### src/include/adc_cfg_defs.svh
// Constants of the serial configuration register bank: offsets, fields,
// reset values and framing counts. Assumes inclusion by bare name.
//
// Operation
// - Port setup bits mirrored across nibbles, reset 0x18
// - Unmapped addresses and bits have no function
// - Divider field bits 2:0, ratio field plus one
// - Divider codes up to 101; higher undefined
// - Channel bits route writes; both read channel A
// - Shadowed registers apply together on transfer command
// - Global registers ignore the channel select
`ifndef ADC_CFG_DEFS_SVH
`define ADC_CFG_DEFS_SVH

`define CFG_ADDR_PORT   13'h0000
`define CFG_ADDR_ID     13'h0001
`define CFG_ADDR_GRADE  13'h0002
`define CFG_ADDR_CHAN   13'h0005
`define CFG_ADDR_MODES  13'h0008
`define CFG_ADDR_CLOCK  13'h0009
`define CFG_ADDR_DIV    13'h000b
`define CFG_ADDR_XFER   13'h00ff
`define CFG_ADDR_UNUSED 13'h0003

`define CFG_RST_PORT    8'h18
`define CFG_RST_CHAN    2'h3
`define CFG_RST_MODES   8'h80
`define CFG_RST_CLOCK   1'h0
`define CFG_RST_DIV     3'h0
`define CFG_RST_XFER    1'h0

`define CFG_PORT_LSB_HI 6
`define CFG_PORT_LSB_LO 1
`define CFG_PORT_SR_HI  5
`define CFG_PORT_SR_LO  2
`define CFG_MODES_MASK  8'he3
`define CFG_DIV_MAX     3'h5
`define CFG_XFER_BIT    0
`define CFG_DCS_BIT     0

`define CFG_INSTR_LAST  4'hf
`define CFG_INSTR_RW    15
`define CFG_BYTE_LAST   3'h7

`endif

### src/include/adc_cfg_pkg.sv
// Types shared by the serial configuration bank.
// Assumes nothing of its surroundings.
package adc_cfg_pkg;
  typedef logic [12:0] cfg_addr_t;
  typedef enum logic [1:0] {
    PH_IDLE  = 2'b00,
    PH_INSTR = 2'b01,
    PH_DATA  = 2'b11
  } spi_phase_t;
endpackage

### src/core/spi_serial_shifter.sv
// Serial framing of the three-wire port: pin synchronisers, instruction
// and data byte assembly, readback shifting. Assumes SCLK high and low
// phases each last at least four core_clk periods.
`include "adc_cfg_defs.svh"

module spi_serial_shifter
  import adc_cfg_pkg::*;
(
  input  wire logic        core_clk,
  input  wire logic        arst_n,
  input  wire logic        sclk,
  input  wire logic        csbN,
  input  wire logic        sdioIn,
  input  wire logic        lsbFirst,
  input  wire logic [7:0]  txByte,
  output logic             instrStb,
  output logic [15:0]      instrWord,
  output logic             byteStb,
  output logic [7:0]       rxByte,
  output logic             sdioOut,
  output logic             sdioOe
);

  function automatic logic [7:0] rev8(input logic [7:0] v);
    logic [7:0] r;
    r = 8'h00;
    for (int i = 0; i < 8; i++) begin
      r[i] = v[7 - i];
    end
    return r;
  endfunction

  // ****************************************
  // Pin synchronisers
  // ****************************************
  logic [2:0] pinMeta_reg;
  logic [2:0] pinSync_reg;
  logic       sclkLast_reg;

  always_ff @(posedge core_clk or negedge arst_n) begin
    if (!arst_n) begin
      pinMeta_reg  <= 3'h2;
      pinSync_reg  <= 3'h2;
      sclkLast_reg <= 1'b0;
    end else begin
      pinMeta_reg  <= {sdioIn, csbN, sclk};
      pinSync_reg  <= pinMeta_reg;
      sclkLast_reg <= pinSync_reg[0];
    end
  end

  logic sclkRise;
  logic sclkFall;
  assign sclkRise = pinSync_reg[0] & ~sclkLast_reg;
  assign sclkFall = ~pinSync_reg[0] & sclkLast_reg;

  // ****************************************
  // Framing
  // ****************************************
  spi_phase_t  phase_reg, phase_next;
  logic [3:0]  cnt_reg, cnt_next;
  logic [15:0] shift_reg, shift_next;
  logic [7:0]  tx_reg, tx_next;
  logic        read_reg, read_next;
  logic        out_reg, out_next;
  logic        oe_reg, oe_next;
  logic        iStb_reg, iStb_next;
  logic [15:0] iWord_reg, iWord_next;
  logic        bStb_reg, bStb_next;
  logic [7:0]  rx_reg, rx_next;

  always_comb begin
    logic [7:0] loaded;
    loaded     = 8'h00;
    phase_next = phase_reg;
    cnt_next   = cnt_reg;
    shift_next = shift_reg;
    tx_next    = tx_reg;
    read_next  = read_reg;
    out_next   = out_reg;
    oe_next    = oe_reg;
    iStb_next  = 1'b0;
    iWord_next = iWord_reg;
    bStb_next  = 1'b0;
    rx_next    = rx_reg;
    if (pinSync_reg[1]) begin
      // Chip select high ends any frame, even one cut short
      phase_next = PH_IDLE;
      cnt_next   = 4'h0;
      read_next  = 1'b0;
      oe_next    = 1'b0;
    end else begin
      if (phase_reg == PH_IDLE) begin
        phase_next = PH_INSTR;
      end
      if (sclkRise) begin
        shift_next = {shift_reg[14:0], pinSync_reg[2]};
        cnt_next   = 4'(cnt_reg + 4'h1);
        if (phase_reg != PH_DATA) begin
          if (cnt_reg == `CFG_INSTR_LAST) begin
            phase_next = PH_DATA;
            cnt_next   = 4'h0;
            iStb_next  = 1'b1;
            iWord_next = lsbFirst ? {rev8(shift_next[7:0]), rev8(shift_next[15:8])} : shift_next;
            read_next  = iWord_next[`CFG_INSTR_RW];
          end
        end else if (cnt_reg[2:0] == `CFG_BYTE_LAST) begin
          cnt_next  = 4'h0;
          bStb_next = 1'b1;
          rx_next   = lsbFirst ? rev8(shift_next[7:0]) : shift_next[7:0];
        end
      end
      if (sclkFall && phase_reg == PH_DATA && read_reg) begin
        oe_next = 1'b1;
        if (cnt_reg[2:0] == 3'h0) begin
          loaded   = lsbFirst ? rev8(txByte) : txByte;
          out_next = loaded[7];
          tx_next  = {loaded[6:0], 1'b0};
        end else begin
          out_next = tx_reg[7];
          tx_next  = {tx_reg[6:0], 1'b0};
        end
      end
    end
  end

  always_ff @(posedge core_clk or negedge arst_n) begin
    if (!arst_n) begin
      phase_reg <= PH_IDLE;
      cnt_reg   <= 4'h0;
      shift_reg <= 16'h0000;
      tx_reg    <= 8'h00;
      read_reg  <= 1'b0;
      out_reg   <= 1'b0;
      oe_reg    <= 1'b0;
      iStb_reg  <= 1'b0;
      iWord_reg <= 16'h0000;
      bStb_reg  <= 1'b0;
      rx_reg    <= 8'h00;
    end else begin
      phase_reg <= phase_next;
      cnt_reg   <= cnt_next;
      shift_reg <= shift_next;
      tx_reg    <= tx_next;
      read_reg  <= read_next;
      out_reg   <= out_next;
      oe_reg    <= oe_next;
      iStb_reg  <= iStb_next;
      iWord_reg <= iWord_next;
      bStb_reg  <= bStb_next;
      rx_reg    <= rx_next;
    end
  end

  assign instrStb  = iStb_reg;
  assign instrWord = iWord_reg;
  assign byteStb   = bStb_reg;
  assign rxByte    = rx_reg;
  assign sdioOut   = out_reg;
  assign sdioOe    = oe_reg;

endmodule // spi_serial_shifter

### src/core/adc_cfg_regs.sv
// Configuration register bank of the dual-channel converter, reached over
// the three-wire serial port. Assumes the pad ring resolves SDIO from
// sdioOut and sdioOe, and that SCLK is slow against core_clk.
`include "adc_cfg_defs.svh"

module adc_cfg_regs
  import adc_cfg_pkg::*;
#(
  // Arbitrary identity value
  parameter logic [7:0] PART_IDENTIFIER     = 8'h5a,
  parameter logic [2:0] SPEED_GRADE = 3'h0
) (
  input  wire logic        core_clk,
  input  wire logic        arst_n,
  input  wire logic        sclk,
  input  wire logic        csbN,
  input  wire logic        sdioIn,
  output logic             sdioOut,
  output logic             sdioOe,
  output logic [7:0]       modeChA,
  output logic [7:0]       modeChB,
  output logic             dcsEnable,
  output logic [2:0]       clkDivCode,
  output logic [3:0]       clkDivideBy
);

  // ****************************************
  // Serial framing
  // ****************************************
  logic        instrStb;
  logic [15:0] instrWord;
  logic        byteStb;
  logic [7:0]  rxByte;
  logic [7:0]  txByte;
  logic        lsbFirst_reg, lsbFirst_next;

  spi_serial_shifter u_shifter (
    .core_clk  (core_clk),
    .arst_n    (arst_n),
    .sclk      (sclk),
    .csbN      (csbN),
    .sdioIn    (sdioIn),
    .lsbFirst  (lsbFirst_reg),
    .txByte    (txByte),
    .instrStb  (instrStb),
    .instrWord (instrWord),
    .byteStb   (byteStb),
    .rxByte    (rxByte),
    .sdioOut   (sdioOut),
    .sdioOe    (sdioOe)
  );

  // ****************************************
  // Register state
  // ****************************************
  cfg_addr_t   addr_reg, addr_next;
  logic        isRead_reg, isRead_next;
  logic        softRst_reg, softRst_next;
  logic [1:0]  chanSel_reg, chanSel_next;
  logic [7:0]  modeMA_reg, modeMA_next;
  logic [7:0]  modeMB_reg, modeMB_next;
  logic        dcsM_reg, dcsM_next;
  logic [2:0]  divM_reg, divM_next;
  logic        xfer_reg, xfer_next;
  logic [7:0]  modeA_reg, modeA_next;
  logic [7:0]  modeB_reg, modeB_next;
  logic        dcs_reg, dcs_next;
  logic [2:0]  div_reg, div_next;
  logic [3:0]  divBy_reg, divBy_next;
  logic        wrEn;

  assign wrEn = byteStb & ~isRead_reg;

  // Readback of the master side; unmapped locations read zero
  function automatic logic [7:0] regRead(input cfg_addr_t a);
    logic [7:0] d;
    d = 8'h00;
    unique case (a)
      `CFG_ADDR_PORT:  d = {1'b0, lsbFirst_reg, softRst_reg, 2'b11, softRst_reg, lsbFirst_reg, 1'b0};
      `CFG_ADDR_ID:    d = PART_IDENTIFIER;
      `CFG_ADDR_GRADE: d = {1'b0, SPEED_GRADE, 4'h0};
      `CFG_ADDR_CHAN:  d = {6'h00, chanSel_reg};
      `CFG_ADDR_MODES: d = (chanSel_reg == 2'b10) ? modeMB_reg : modeMA_reg;
      `CFG_ADDR_CLOCK: d = {7'h00, dcsM_reg};
      `CFG_ADDR_DIV:   d = {5'h00, divM_reg};
      `CFG_ADDR_XFER:  d = {7'h00, xfer_reg};
      default:         d = 8'h00;
    endcase
    return d;
  endfunction

  // A process, not an assign: the function reads registers beyond its argument
  always_comb begin
    txByte = regRead(addr_reg);
  end

  always_comb begin
    addr_next     = addr_reg;
    isRead_next   = isRead_reg;
    lsbFirst_next = lsbFirst_reg;
    softRst_next  = softRst_reg;
    chanSel_next  = chanSel_reg;
    modeMA_next   = modeMA_reg;
    modeMB_next   = modeMB_reg;
    dcsM_next     = dcsM_reg;
    divM_next     = divM_reg;
    xfer_next     = xfer_reg;
    modeA_next    = modeA_reg;
    modeB_next    = modeB_reg;
    dcs_next      = dcs_reg;
    div_next      = div_reg;
    divBy_next    = divBy_reg;
    if (instrStb) begin
      addr_next   = instrWord[12:0];
      isRead_next = instrWord[`CFG_INSTR_RW];
    end else if (byteStb) begin
      // Streaming walks down in MSB-first order, up in LSB-first order
      addr_next = lsbFirst_reg ? cfg_addr_t'(addr_reg + 13'h1) : cfg_addr_t'(addr_reg - 13'h1);
    end
    if (softRst_reg) begin
      lsbFirst_next = 1'b0;
      softRst_next  = 1'b0;
      chanSel_next  = `CFG_RST_CHAN;
      modeMA_next   = `CFG_RST_MODES;
      modeMB_next   = `CFG_RST_MODES;
      dcsM_next     = `CFG_RST_CLOCK;
      divM_next     = `CFG_RST_DIV;
      xfer_next     = `CFG_RST_XFER;
      modeA_next    = `CFG_RST_MODES;
      modeB_next    = `CFG_RST_MODES;
      dcs_next      = `CFG_RST_CLOCK;
      div_next      = `CFG_RST_DIV;
      divBy_next    = 4'h1;
    end else if (xfer_reg) begin
      modeA_next = modeMA_reg;
      modeB_next = modeMB_reg;
      dcs_next   = dcsM_reg;
      div_next   = divM_reg;
      divBy_next = 4'({1'b0, divM_reg} + 4'h1);
      xfer_next  = 1'b0;
    end
    // Writes come last so a set in the clearing cycle is kept
    if (wrEn) begin
      unique case (addr_reg)
        `CFG_ADDR_PORT: begin
          lsbFirst_next = rxByte[`CFG_PORT_LSB_HI] | rxByte[`CFG_PORT_LSB_LO];
          softRst_next  = rxByte[`CFG_PORT_SR_HI] | rxByte[`CFG_PORT_SR_LO];
        end
        `CFG_ADDR_CHAN: chanSel_next = rxByte[1:0];
        `CFG_ADDR_MODES: begin
          if (chanSel_reg[0]) begin
            modeMA_next = rxByte & `CFG_MODES_MASK;
          end
          if (chanSel_reg[1]) begin
            modeMB_next = rxByte & `CFG_MODES_MASK;
          end
        end
        `CFG_ADDR_CLOCK: dcsM_next = rxByte[`CFG_DCS_BIT];
        // codes above the top one are stored unchecked
        `CFG_ADDR_DIV:  divM_next = rxByte[2:0];
        `CFG_ADDR_XFER: xfer_next = rxByte[`CFG_XFER_BIT];
        default: begin
        end
      endcase
    end
  end

  always_ff @(posedge core_clk or negedge arst_n) begin
    if (!arst_n) begin
      addr_reg     <= 13'h0000;
      isRead_reg   <= 1'b0;
      lsbFirst_reg <= 1'b0;
      softRst_reg  <= 1'b0;
      chanSel_reg  <= `CFG_RST_CHAN;
      modeMA_reg   <= `CFG_RST_MODES;
      modeMB_reg   <= `CFG_RST_MODES;
      dcsM_reg     <= `CFG_RST_CLOCK;
      divM_reg     <= `CFG_RST_DIV;
      xfer_reg     <= `CFG_RST_XFER;
      modeA_reg    <= `CFG_RST_MODES;
      modeB_reg    <= `CFG_RST_MODES;
      dcs_reg      <= `CFG_RST_CLOCK;
      div_reg      <= `CFG_RST_DIV;
      divBy_reg    <= 4'h1;
    end else begin
      addr_reg     <= addr_next;
      isRead_reg   <= isRead_next;
      lsbFirst_reg <= lsbFirst_next;
      softRst_reg  <= softRst_next;
      chanSel_reg  <= chanSel_next;
      modeMA_reg   <= modeMA_next;
      modeMB_reg   <= modeMB_next;
      dcsM_reg     <= dcsM_next;
      divM_reg     <= divM_next;
      xfer_reg     <= xfer_next;
      modeA_reg    <= modeA_next;
      modeB_reg    <= modeB_next;
      dcs_reg      <= dcs_next;
      div_reg      <= div_next;
      divBy_reg    <= divBy_next;
    end
  end

  assign modeChA     = modeA_reg;
  assign modeChB     = modeB_reg;
  assign dcsEnable   = dcs_reg;
  assign clkDivCode  = div_reg;
  assign clkDivideBy = divBy_reg;

  logic [7:0] portView;

  always_comb begin
    portView = regRead(`CFG_ADDR_PORT);
  end
endmodule // adc_cfg_regs

### config.mk
export PLATFORM = sky130hd
export DESIGN_NAME = adc_cfg_regs
export DESIGN_NICKNAME = d
export VERILOG_FILES = /design/src/include/adc_cfg_pkg.sv /design/src/core/spi_serial_shifter.sv /design/src/core/adc_cfg_regs.sv
export VERILOG_INCLUDE_DIRS = /design/src /design/src/include
export SDC_FILE = /design/constraint.sdc
export NUM_CORES = 1
export LEC_CHECK = 0
export ABC_AREA = 1
export BUFFER_PORTS_ARGS = -buffer_cell sky130_fd_sc_hd__buf_2
export CORE_ASPECT_RATIO = 0.7
export CORE_MARGIN = 4
export CORE_UTILIZATION = 31
export DETAILED_ROUTE_END_ITERATION = 7
export PLACE_DENSITY = 0.53
export SLEW_MARGIN = 20
export SYNTH_ARGS = -nofsm -noshare
export SYNTH_HDL_FRONTEND = slang
export SYNTH_HIERARCHICAL = 1
export SYNTH_SLANG_ARGS = --single-unit
### constraint.sdc
create_clock -name core_clk -period 3.9 [get_ports core_clk]
set_input_delay 0.975 -clock core_clk [delete_from_list [all_inputs] [get_ports core_clk]]
set_output_delay 0.975 -clock core_clk [all_outputs]
set_load 0.01 [all_outputs]
==> impl_metrics.env, run 1 <==
export IMPL_outcome="completed"
export IMPL_ant_nets=0
export IMPL_fin_cells=1093
export IMPL_drc=0
export IMPL_tns_ns=0
export IMPL_die_area_um2=22600
export IMPL_row_count=43
export IMPL_cts_made_buffers=17
export IMPL_globalRouteOverflowTotal=0
export IMPL_timing_final_crit_share_pct=52.2
export IMPL_io_buffers=30
export IMPL_largest_reg_flops=15
export IMPL_place_congestion=0.800
export IMPL_cp_cell_sequence="buf_2"
export IMPL_finalCriticalPeriod_ns=2.04
export IMPL_cp_num_cells=1
export IMPL_htreeDepth=4
export IMPL_p_leak_nw=3.70
export IMPL_track_usage_pct=13.5
export IMPL_skew_ns=0.0123
export IMPL_critPathTopFamily="flip-flops"
export IMPL_viasPerCell=4.57
export IMPL_start_util_pct=31.6
export IMPL_crit_buf_inv=1
export IMPL_ff2ff_path_depth=11
export IMPL_cts_max_path_buffers=2
export IMPL_endpoint="modeChA[7]"
export IMPL_cts_setup_buffers=0
export IMPL_dp_hpwl_um=10400
export IMPL_synthesis_area_um2=6270
export IMPL_arrival_ns=1.06
export IMPL_start_kind="flop"
export IMPL_wl_per_cell_um=13.5
export IMPL_cpPeakStageDelay_ns=0.53
export IMPL_drv_slew=0
export IMPL_layout_nets=823
export IMPL_diodes=0
export IMPL_root_buffer="clkbuf_16"
export IMPL_synth_area_per_cell_um2=8.03
export IMPL_critPathCaptureType="output pin"
export IMPL_power_density_nw_per_um2=440
export IMPL_cts_resized=0
export IMPL_crit_path_start="modeChA[7]"
export IMPL_grt_antenna_before_repair=0
export IMPL_clk_latency_ns=0.42
export IMPL_r2r_slack_ns=1.98
export IMPL_min_path_type="reg -> reg"
export IMPL_relSlewSlack_pct=35.9
export IMPL_first_pass_iters=5
export IMPL_clock_sinks=123
export IMPL_ioPinCount=31
export IMPL_rsz0062_at_grt="false"
export IMPL_cts_tree="yes"
export IMPL_synth_warnings=6
export IMPL_synth_nets=794
export IMPL_area_delta_synth_final_pct=16.8
export IMPL_via_count=4990
export IMPL_placed_area_um2=6660
export IMPL_cts_reportedPaths_clkPinSlew_ns=0.06
export IMPL_criticalPathCategory="reg -> out"
export IMPL_hold_buffers=0
export IMPL_first_global_vias=4649
export IMPL_setup_viol_count_final=0
export IMPL_wirelength_um=14700
export IMPL_dr_first_iter_drc_count=310
export IMPL_synthCells=781
export IMPL_design_core_area_um2=19900
export IMPL_cp_required_ns=2.92
export IMPL_die_y_um=127
export IMPL_worst_pin_slew_ns=0.958
export IMPL_worst_ir_drop_vdd_mv=0.218
export IMPL_fin_area_um2=7320
export IMPL_drive_gt1_share_pct=16.9
export IMPL_final_hold_viol_count=0
export IMPL_grt_max_degree=53
export IMPL_drv_cap=0
export IMPL_reg2reg_to="u_shifter/tx_reg[1]"
export IMPL_grt_pass1_wl_um=24500
export IMPL_max_clock_freq_mhz=491
export IMPL_dpl_cell_count=1061
export IMPL_cp_max_fo=2
export IMPL_rr_startpoint="addr_reg[11]"
export IMPL_slowest_stage="dfstp_2"
export IMPL_die_w_um=178
==> cell usage in the layout, fill, tap and decap left out, types with 7 or more instances in the layout <==
master	instances
dfstp_2	9
ha_1	8
inv_1	78
a22oi_1	9
clkbuf_16	17
inv_2	7
nand2_2	17
dfrtp_1	114
nand3_1	45
o21ai_0	48
nor2_1	51
o21ai_2	13
nand2_1	265
buf_2	29
o21ai_1	15
a21oi_1	19
==> power by group <==
| part | switching (mW) | internal [mW] | total (mW) |
|---|---|---|---|
| clock | 0.612 | 1.17 | 1.79 |
| combinational | 0.0837 | 0.0286 | 0.112 |
| sequential | 0.0195 | 1.30 | 1.32 |
| total | 0.715 | 2.51 | 3.22 |
==> worst min path at each step <==
stage | cells past startpoint | to | from | slack [ns]
final | 0 | u_shifter/pinSync_reg[0] | u_shifter/pinMeta_reg[0] | 0.35
after global routing | 0 | u_shifter/pinSync_reg[1] | u_shifter/pinMeta_reg[1] | 0.36
after CTS | 0 | u_shifter/pinSync_reg[0] | u_shifter/pinMeta_reg[0] | 0.35
after detailed placement | 0 | u_shifter/pinSync_reg[0] | u_shifter/pinMeta_reg[0] | 0.34
after global placement | 0 | u_shifter/pinSync_reg[0] | u_shifter/pinMeta_reg[0] | 0.33
after floorplan | 0 | u_shifter/pinSync_reg[0] | u_shifter/pinMeta_reg[0] | 0.33
==> area by class of cell <==
class | count | area (µm²)
repair buffers | 34 | 195
well taps | 270 | 338
fillers | 2068 | 12500
clock inverters | 13 | 213
multi-input cells | 547 | 2700
inverters | 87 | 329
flip-flops and latches | 123 | 3090
clock buffers | 19 | 453
==> per-stage QoR <==
| stage | worst slack, ns | hold WS [ns] | util (%) | power [mW] |
|---|---|---|---|---|
| after global routing | 1.65 | 0.358 | 36.9 | 3.35 |
| after global placement | 1.94 | 0.335 | 33.5 | 1.46 |
| after CTS | 1.84 | 0.349 | 36.9 | 3.26 |
| final | 1.86 | 0.346 | 36.9 | 3.22 |
| after floorplan | 2.27 | 0.331 | - | 1.41 |
| after detailed placement | 1.97 | 0.336 | 33.5 | 1.46 |
==> metal layers <==
metal	up-vias	routed length [µm]	global-route usage (%)
met5	-	0	0
met4	0	76	3.00
met3	8	746	3.73
met2	104	5610	17.8
met1	2335	8270	21.7
li1	2543	-	-
Power figures use the tool's default switching activity.
==> run 2, diff against run 1 <==
==> constraint.sdc (replaced) <==
create_clock -name core_clk -period 1.89 [get_ports core_clk]
set_input_delay 0.4725 -clock core_clk [delete_from_list [all_inputs] [get_ports core_clk]]
set_output_delay 0.4725 -clock core_clk [all_outputs]
set_load 0.01 [all_outputs]
==> run 2 against run 1 <==
Clock power grew 85%. Setup slack lost 1.8 ns. Non-clock buffer count grew 34. Wire length grew 4.1%. Cell count grew 3.2%. Core utilization grew 1.5 points. Largest power group unchanged. Global-route usage grew 0.44 points. Critical path depth grew 12. Sequential cell count is the same.
==> impl_metrics.env, run 2 (synthesis gave the netlist of run 1 again) <==
export IMPL_outcome="completed"
export IMPL_dr_first_iter_drc_count=383
export IMPL_min_path_type="in -> async"
export IMPL_cpPeakStageDelay_ns=0.41
export IMPL_cp_required_ns=2.23
export IMPL_clk_latency_ns=0.41
export IMPL_dp_hpwl_um=11000
export IMPL_p_leak_nw=3.87
export IMPL_finalCriticalPeriod_ns=1.79
export IMPL_arrival_ns=2.13
export IMPL_grt_pass1_wl_um=25400
export IMPL_ant_nets=0
export IMPL_first_pass_iters=5
export IMPL_cts_made_buffers=17
export IMPL_relSlewSlack_pct=32.7
export IMPL_design_core_area_um2=19900
export IMPL_die_w_um=178
export IMPL_row_count=43
export IMPL_hold_buffers=0
export IMPL_ioPinCount=31
export IMPL_crit_buf_inv=2
export IMPL_drv_slew=0
export IMPL_criticalPathCategory="reg -> reg"
export IMPL_slowest_stage="dfrtp_1"
export IMPL_utilization_pct=38.4
export IMPL_multi_input_area_um2=2790
export IMPL_layout_nets=858
export IMPL_final_cell_mix="nand2_1, dfrtp_1, inv_1, nor2_1, o21ai_0"
export IMPL_area_delta_synth_final_pct=21.7
export IMPL_cp_cell_sequence="nor2_4, nand2_2, nor2_4, nand2_2, nor3_4, inv_2, o21ai_2, inv_1, nand2_1, nand3_1, nand2_1, nand2_1, nand2_1"
export IMPL_n_fill_cell=2078
export IMPL_seq_area_um2=3090
export IMPL_wl_per_cell_um=13.6
export IMPL_grt_max_degree=36
export IMPL_worst_pin_slew_ns=1.01
export IMPL_final_hold_viol_count=0
export IMPL_cts_tree="yes"
export IMPL_diodes=0
export IMPL_drc=0
export IMPL_crit_top_cell="nand2_1"
export IMPL_io_buffers=30
export IMPL_clock_sinks=123
export IMPL_start_kind="flop"
export IMPL_fin_cells=1128
export IMPL_via_count=5165
export IMPL_final_common_cell="nand2_1"
export IMPL_skew_ns=0.0122
export IMPL_place_congestion=0.847
export IMPL_total_power_mw=6.29
export IMPL_cts_reportedPaths_clkPinSlew_ns=0.06
export IMPL_critPathTopFamily="simple AND/OR/NAND/NOR gates"
export IMPL_globalRouteOverflowTotal=0
export IMPL_viasPerCell=4.58
export IMPL_setup_viol_count_final=0
export IMPL_rsz0062_at_grt="true"
export IMPL_cts_max_path_buffers=2
export IMPL_worst_ir_drop_vdd_mv=0.606
export IMPL_drive_gt1_share_pct=21.9
export IMPL_critPathCaptureType="flop"
export IMPL_cp_max_fo=5
export IMPL_htreeDepth=4
export IMPL_die_area_um2=22600
export IMPL_placed_area_um2=6900
export IMPL_power_density_nw_per_um2=825
export IMPL_track_usage_pct=14.0
export IMPL_die_y_um=127
export IMPL_largest_reg_flops=15
export IMPL_dpl_cell_count=1090
export IMPL_wirelength_um=15300
export IMPL_max_clock_freq_mhz=558
export IMPL_first_global_vias=4834
export IMPL_timing_final_crit_share_pct=94.9
export IMPL_root_buffer="clkbuf_16"
export IMPL_grt_antenna_before_repair=0
export IMPL_drv_cap=0
export IMPL_fin_area_um2=7630
export IMPL_start_util_pct=31.6
==> run 2: cell count changes in the layout (fill, tap and decap cells not counted), moves of 3 or more <==
cell,delta
buf_4,+32
nor2_4,+5
clkinv_2,+3
nor2_1,-3
nor3_1,-3
nor3_2,+3
==> run 2: final cells by class <==
type	count	area share, %
Clock buffer	21	6.04
Clock inverter	11	1.87
Inverter	87	4.31
Multi-Input combinational cell	548	36.6
Sequential cell	123	40.5
Tap cell	270	4.43
Timing Repair Buffer	68	6.23
==> run 2: worst paths after layout <==
kind / start / endpoint / slack, ns / cells past startpoint
setup / recovery: addr_reg[9] / u_shifter/tx_reg[5] / 0.1 / 13
hold / removal: arst_n / divM_reg[1] / 0.004 / 1
setup reg to reg: addr_reg[9] / u_shifter/tx_reg[5] / 0.1 / 13
hold reg to reg: u_shifter/pinMeta_reg[2] / u_shifter/pinSync_reg[2] / 0.35 / 0
max in group asynchronous: arst_n / clkDivideBy[0] / 1.24 / 2
min in group core_clk: csbN / u_shifter/pinMeta_reg[1] / 0.17 / 1
==> run 2: per-stage QoR <==
step           hold WS [ns]  worst slack (ns)  TNS [ns]
2_1_floorplan         0.177             0.258         0
3_3_place_gp          0.334            0.0256         0
3_5_place_dp          0.335            0.0184         0
4_1_cts             0.00980            0.0179         0
5_1_grt              0.0302           -0.0456   -0.0930
6_report            0.00382            0.0966         0
==> run 2: layer usage <==
layer  track usage (%)  share of wire (%)
met5                 0                  0
met4              2.86               0.46
met3              3.16                5.4
met2              18.5                 39
met1              22.8                 55
==> run 2: where the power goes <==
part	switching, mW	total, mW	internal, mW
Combinational	0.172	0.238	0.0658
Clock	1.18	3.32	2.14
Sequential	0.0409	2.73	2.69
==> run 2: timing repair <==
action	CTS	global route
pin swaps	1	8
setup endpoints to repair	1	8
setup buffers	0	5
gates cloned	0	1
gates resized for setup	2	21
==> run 3, diff against run 2 <==
--- a/config.mk
+++ b/config.mk
@@ -10,9 +10,9 @@
 export BUFFER_PORTS_ARGS = -buffer_cell sky130_fd_sc_hd__buf_2
 export CORE_ASPECT_RATIO = 0.7
 export CORE_MARGIN = 4
-export CORE_UTILIZATION = 31
+export CORE_UTILIZATION = 62
 export DETAILED_ROUTE_END_ITERATION = 7
-export PLACE_DENSITY = 0.53
+export PLACE_DENSITY = 0.87
 export SLEW_MARGIN = 20
 export SYNTH_ARGS = -nofsm -noshare
 export SYNTH_HDL_FRONTEND = slang
==> run 3 against run 2 <==
Clock skew fell by 0.0060 ns. Wire length grew 9.3%. Sequential cell count did not move. Hold slack better by 0.15 ns. Core utilization grew 39 points. Critical path type unchanged. Largest cell class unchanged. Highest routed layer unchanged.
==> impl_metrics.env, run 3 (synthesis gave the netlist of run 1 again) <==
export IMPL_outcome="completed"
export IMPL_final_hold_viol_count=0
export IMPL_worst_ir_drop_vdd_mv=0.818
export IMPL_cpPeakStageDelay_ns=0.45
export IMPL_wirelength_um=16700
export IMPL_cts_made_buffers=17
export IMPL_criticalPathCategory="reg -> reg"
export IMPL_rr_startpoint="addr_reg[1]"
export IMPL_via_count=5773
export IMPL_r2r_slack_ns=0.02
export IMPL_cts_tree="yes"
export IMPL_setup_viol_count_final=0
export IMPL_viasPerCell=5.87
export IMPL_max_clock_freq_mhz=534
export IMPL_grt_antenna_before_repair=0
export IMPL_cp_cell_sequence="inv_4, ha_4, inv_2, nor3_4, nand2_1, o21ai_1, nor2_1, nand2_1, inv_1, nand2_1, nand3_1, nand2_1, nand2_1, nand2_1"
export IMPL_p_leak_nw=3.89
export IMPL_fin_area_um2=7520
export IMPL_worst_pin_slew_ns=0.903
export IMPL_hold_end="u_shifter/pinMeta_reg[1]"
export IMPL_clock_sinks=123
export IMPL_clk_latency_ns=0.42
export IMPL_layout_nets=855
export IMPL_timing_final_crit_share_pct=99.1
export IMPL_die_y_um=92.1
export IMPL_arrival_ns=2.23
export IMPL_dp_hpwl_um=10500
export IMPL_reg2reg_to="u_shifter/tx_reg[2]"
export IMPL_cts_max_path_buffers=2
export IMPL_placed_area_um2=6650
export IMPL_first_pass_iters=7
export IMPL_place_congestion=0.931
export IMPL_grt_max_degree=57
export IMPL_drv_cap=0
export IMPL_cp_required_ns=2.25
export IMPL_dr_first_iter_drc_count=698
export IMPL_diodes=0
export IMPL_htreeDepth=4
export IMPL_top_usage_layer="met2"
export IMPL_critPathCaptureType="flop"
export IMPL_min_path_type="in -> reg"
export IMPL_wl_per_cell_um=17.0
export IMPL_largest_reg_flops=15
export IMPL_start_kind="flop"
export IMPL_first_global_vias=5333
export IMPL_skew_ns=0.00622
export IMPL_drc=0
export IMPL_power_density_nw_per_um2=825
export IMPL_final_cell_mix="nand2_1, dfrtp_1, inv_1, nor2_1, o21ai_0"
export IMPL_finalCriticalPeriod_ns=1.87
export IMPL_ant_nets=0
export IMPL_final_common_cell="nand2_1"
export IMPL_fin_hold_ws_ns=0.153
export IMPL_die_w_um=128
export IMPL_die_area_um2=11800
export IMPL_cp_max_fo=4
export IMPL_row_count=30
export IMPL_ioPinCount=31
export IMPL_met3_usage_pct=7.16
export IMPL_globalRouteOverflowTotal=0
export IMPL_met2_usage_pct=42.5
export IMPL_ff2ff_path_depth=14
export IMPL_drv_slew=0
export IMPL_crit_top_cell="nand2_1"
export IMPL_relSlewSlack_pct=39.6
export IMPL_grt_use_met1_pct=38.6
export IMPL_io_buffers=30
export IMPL_rsz0062_at_grt="true"
export IMPL_cts_reportedPaths_clkPinSlew_ns=0.06
export IMPL_holdPathStages=1
export IMPL_drive_gt1_share_pct=23.7
export IMPL_hold_start="csbN"
export IMPL_area_delta_synth_final_pct=19.9
export IMPL_total_power_mw=6.20
export IMPL_track_usage_pct=28.0
export IMPL_design_core_area_um2=9760
export IMPL_grt_pass1_wl_um=25900
export IMPL_root_buffer="clkbuf_16"
export IMPL_slowest_stage="dfrtp_2"
export IMPL_start_util_pct=64.2
run 3: worst max-delay path by stage:
stage | start | end | slack [ns] | cells past startpoint
after detailed placement | addr_reg[0] | u_shifter/sdioOut | -0.007 | 13
after floorplan | addr_reg[8] | u_shifter/tx_reg[2] | 0.26 | 13
final | addr_reg[1] | u_shifter/tx_reg[2] | 0.02 | 14
after global routing | addr_reg[11] | u_shifter/tx_reg[5] | -0.08 | 13
after global placement | addr_reg[0] | u_shifter/sdioOut | 0.04 | 13
after CTS | addr_reg[8] | u_shifter/sdioOut | 0.002 | 13
run 3: routing by layer:
layer  routed length [µm]  vias to the layer above
li1                     -                     2606
met1                 6650                     2728
met2                 7860                      364
met3                 1640                       75
met4                  568                        0
met5                    0                        -
run 3: where the power goes:
| part | internal, mW | leakage, nW | switching, mW |
|---|---|---|---|
| Sequential | 2.69 | 1.66 | 0.0437 |
| Clock | 2.02 | 0.288 | 1.20 |
| Combinational | 0.0678 | 1.94 | 0.180 |
run 3: cell type report:
type | instances | area, µm²
multi-input combinational | 548 | 2880
tap | 128 | 160
clock buffer | 20 | 457
sequential | 123 | 3090
fill | 602 | 2240
inverter | 87 | 332
timing repair buffer | 65 | 463
clock inverter | 12 | 140
run 3: timing repair:
action | in CTS | in global routing
setup endpoints to repair | 3 | 8
gates cloned | 0 | 1
pin swaps | 1 | 16
gates resized for setup | 5 | 49
setup buffers | 0 | 11
endpoints found under the hold margin | 10 | 0
hold buffers | 1 | 0
run 3: per-stage QoR:
| step | setup slack, ns | TNS (ns) | utilization (%) | instances |
|---|---|---|---|---|
| 2_1_floorplan | 0.258 | 0 | - | 781 |
| 3_3_place_gp | 0.0448 | 0 | 68.1 | 938 |
| 3_5_place_dp | -0.00676 | -0.00676 | 68.1 | 938 |
| 5_1_grt | -0.0813 | -0.379 | 77.1 | 983 |
| 6_report | 0.0172 | 0 | 77.1 | 983 |
| 4_1_cts | 0.00196 | 0 | 74.4 | 971 |
run 3: critical path: cells and delay by family (launching register included):
kind                     cells  cell delay (ns)
AND/OR/NAND/NOR              9             0.83
flip-flops                   1             0.45
buffers and inverters        3             0.20
AO/OA/AOI/OAI                1             0.18
adder cells (fa/ha/maj)      1             0.15
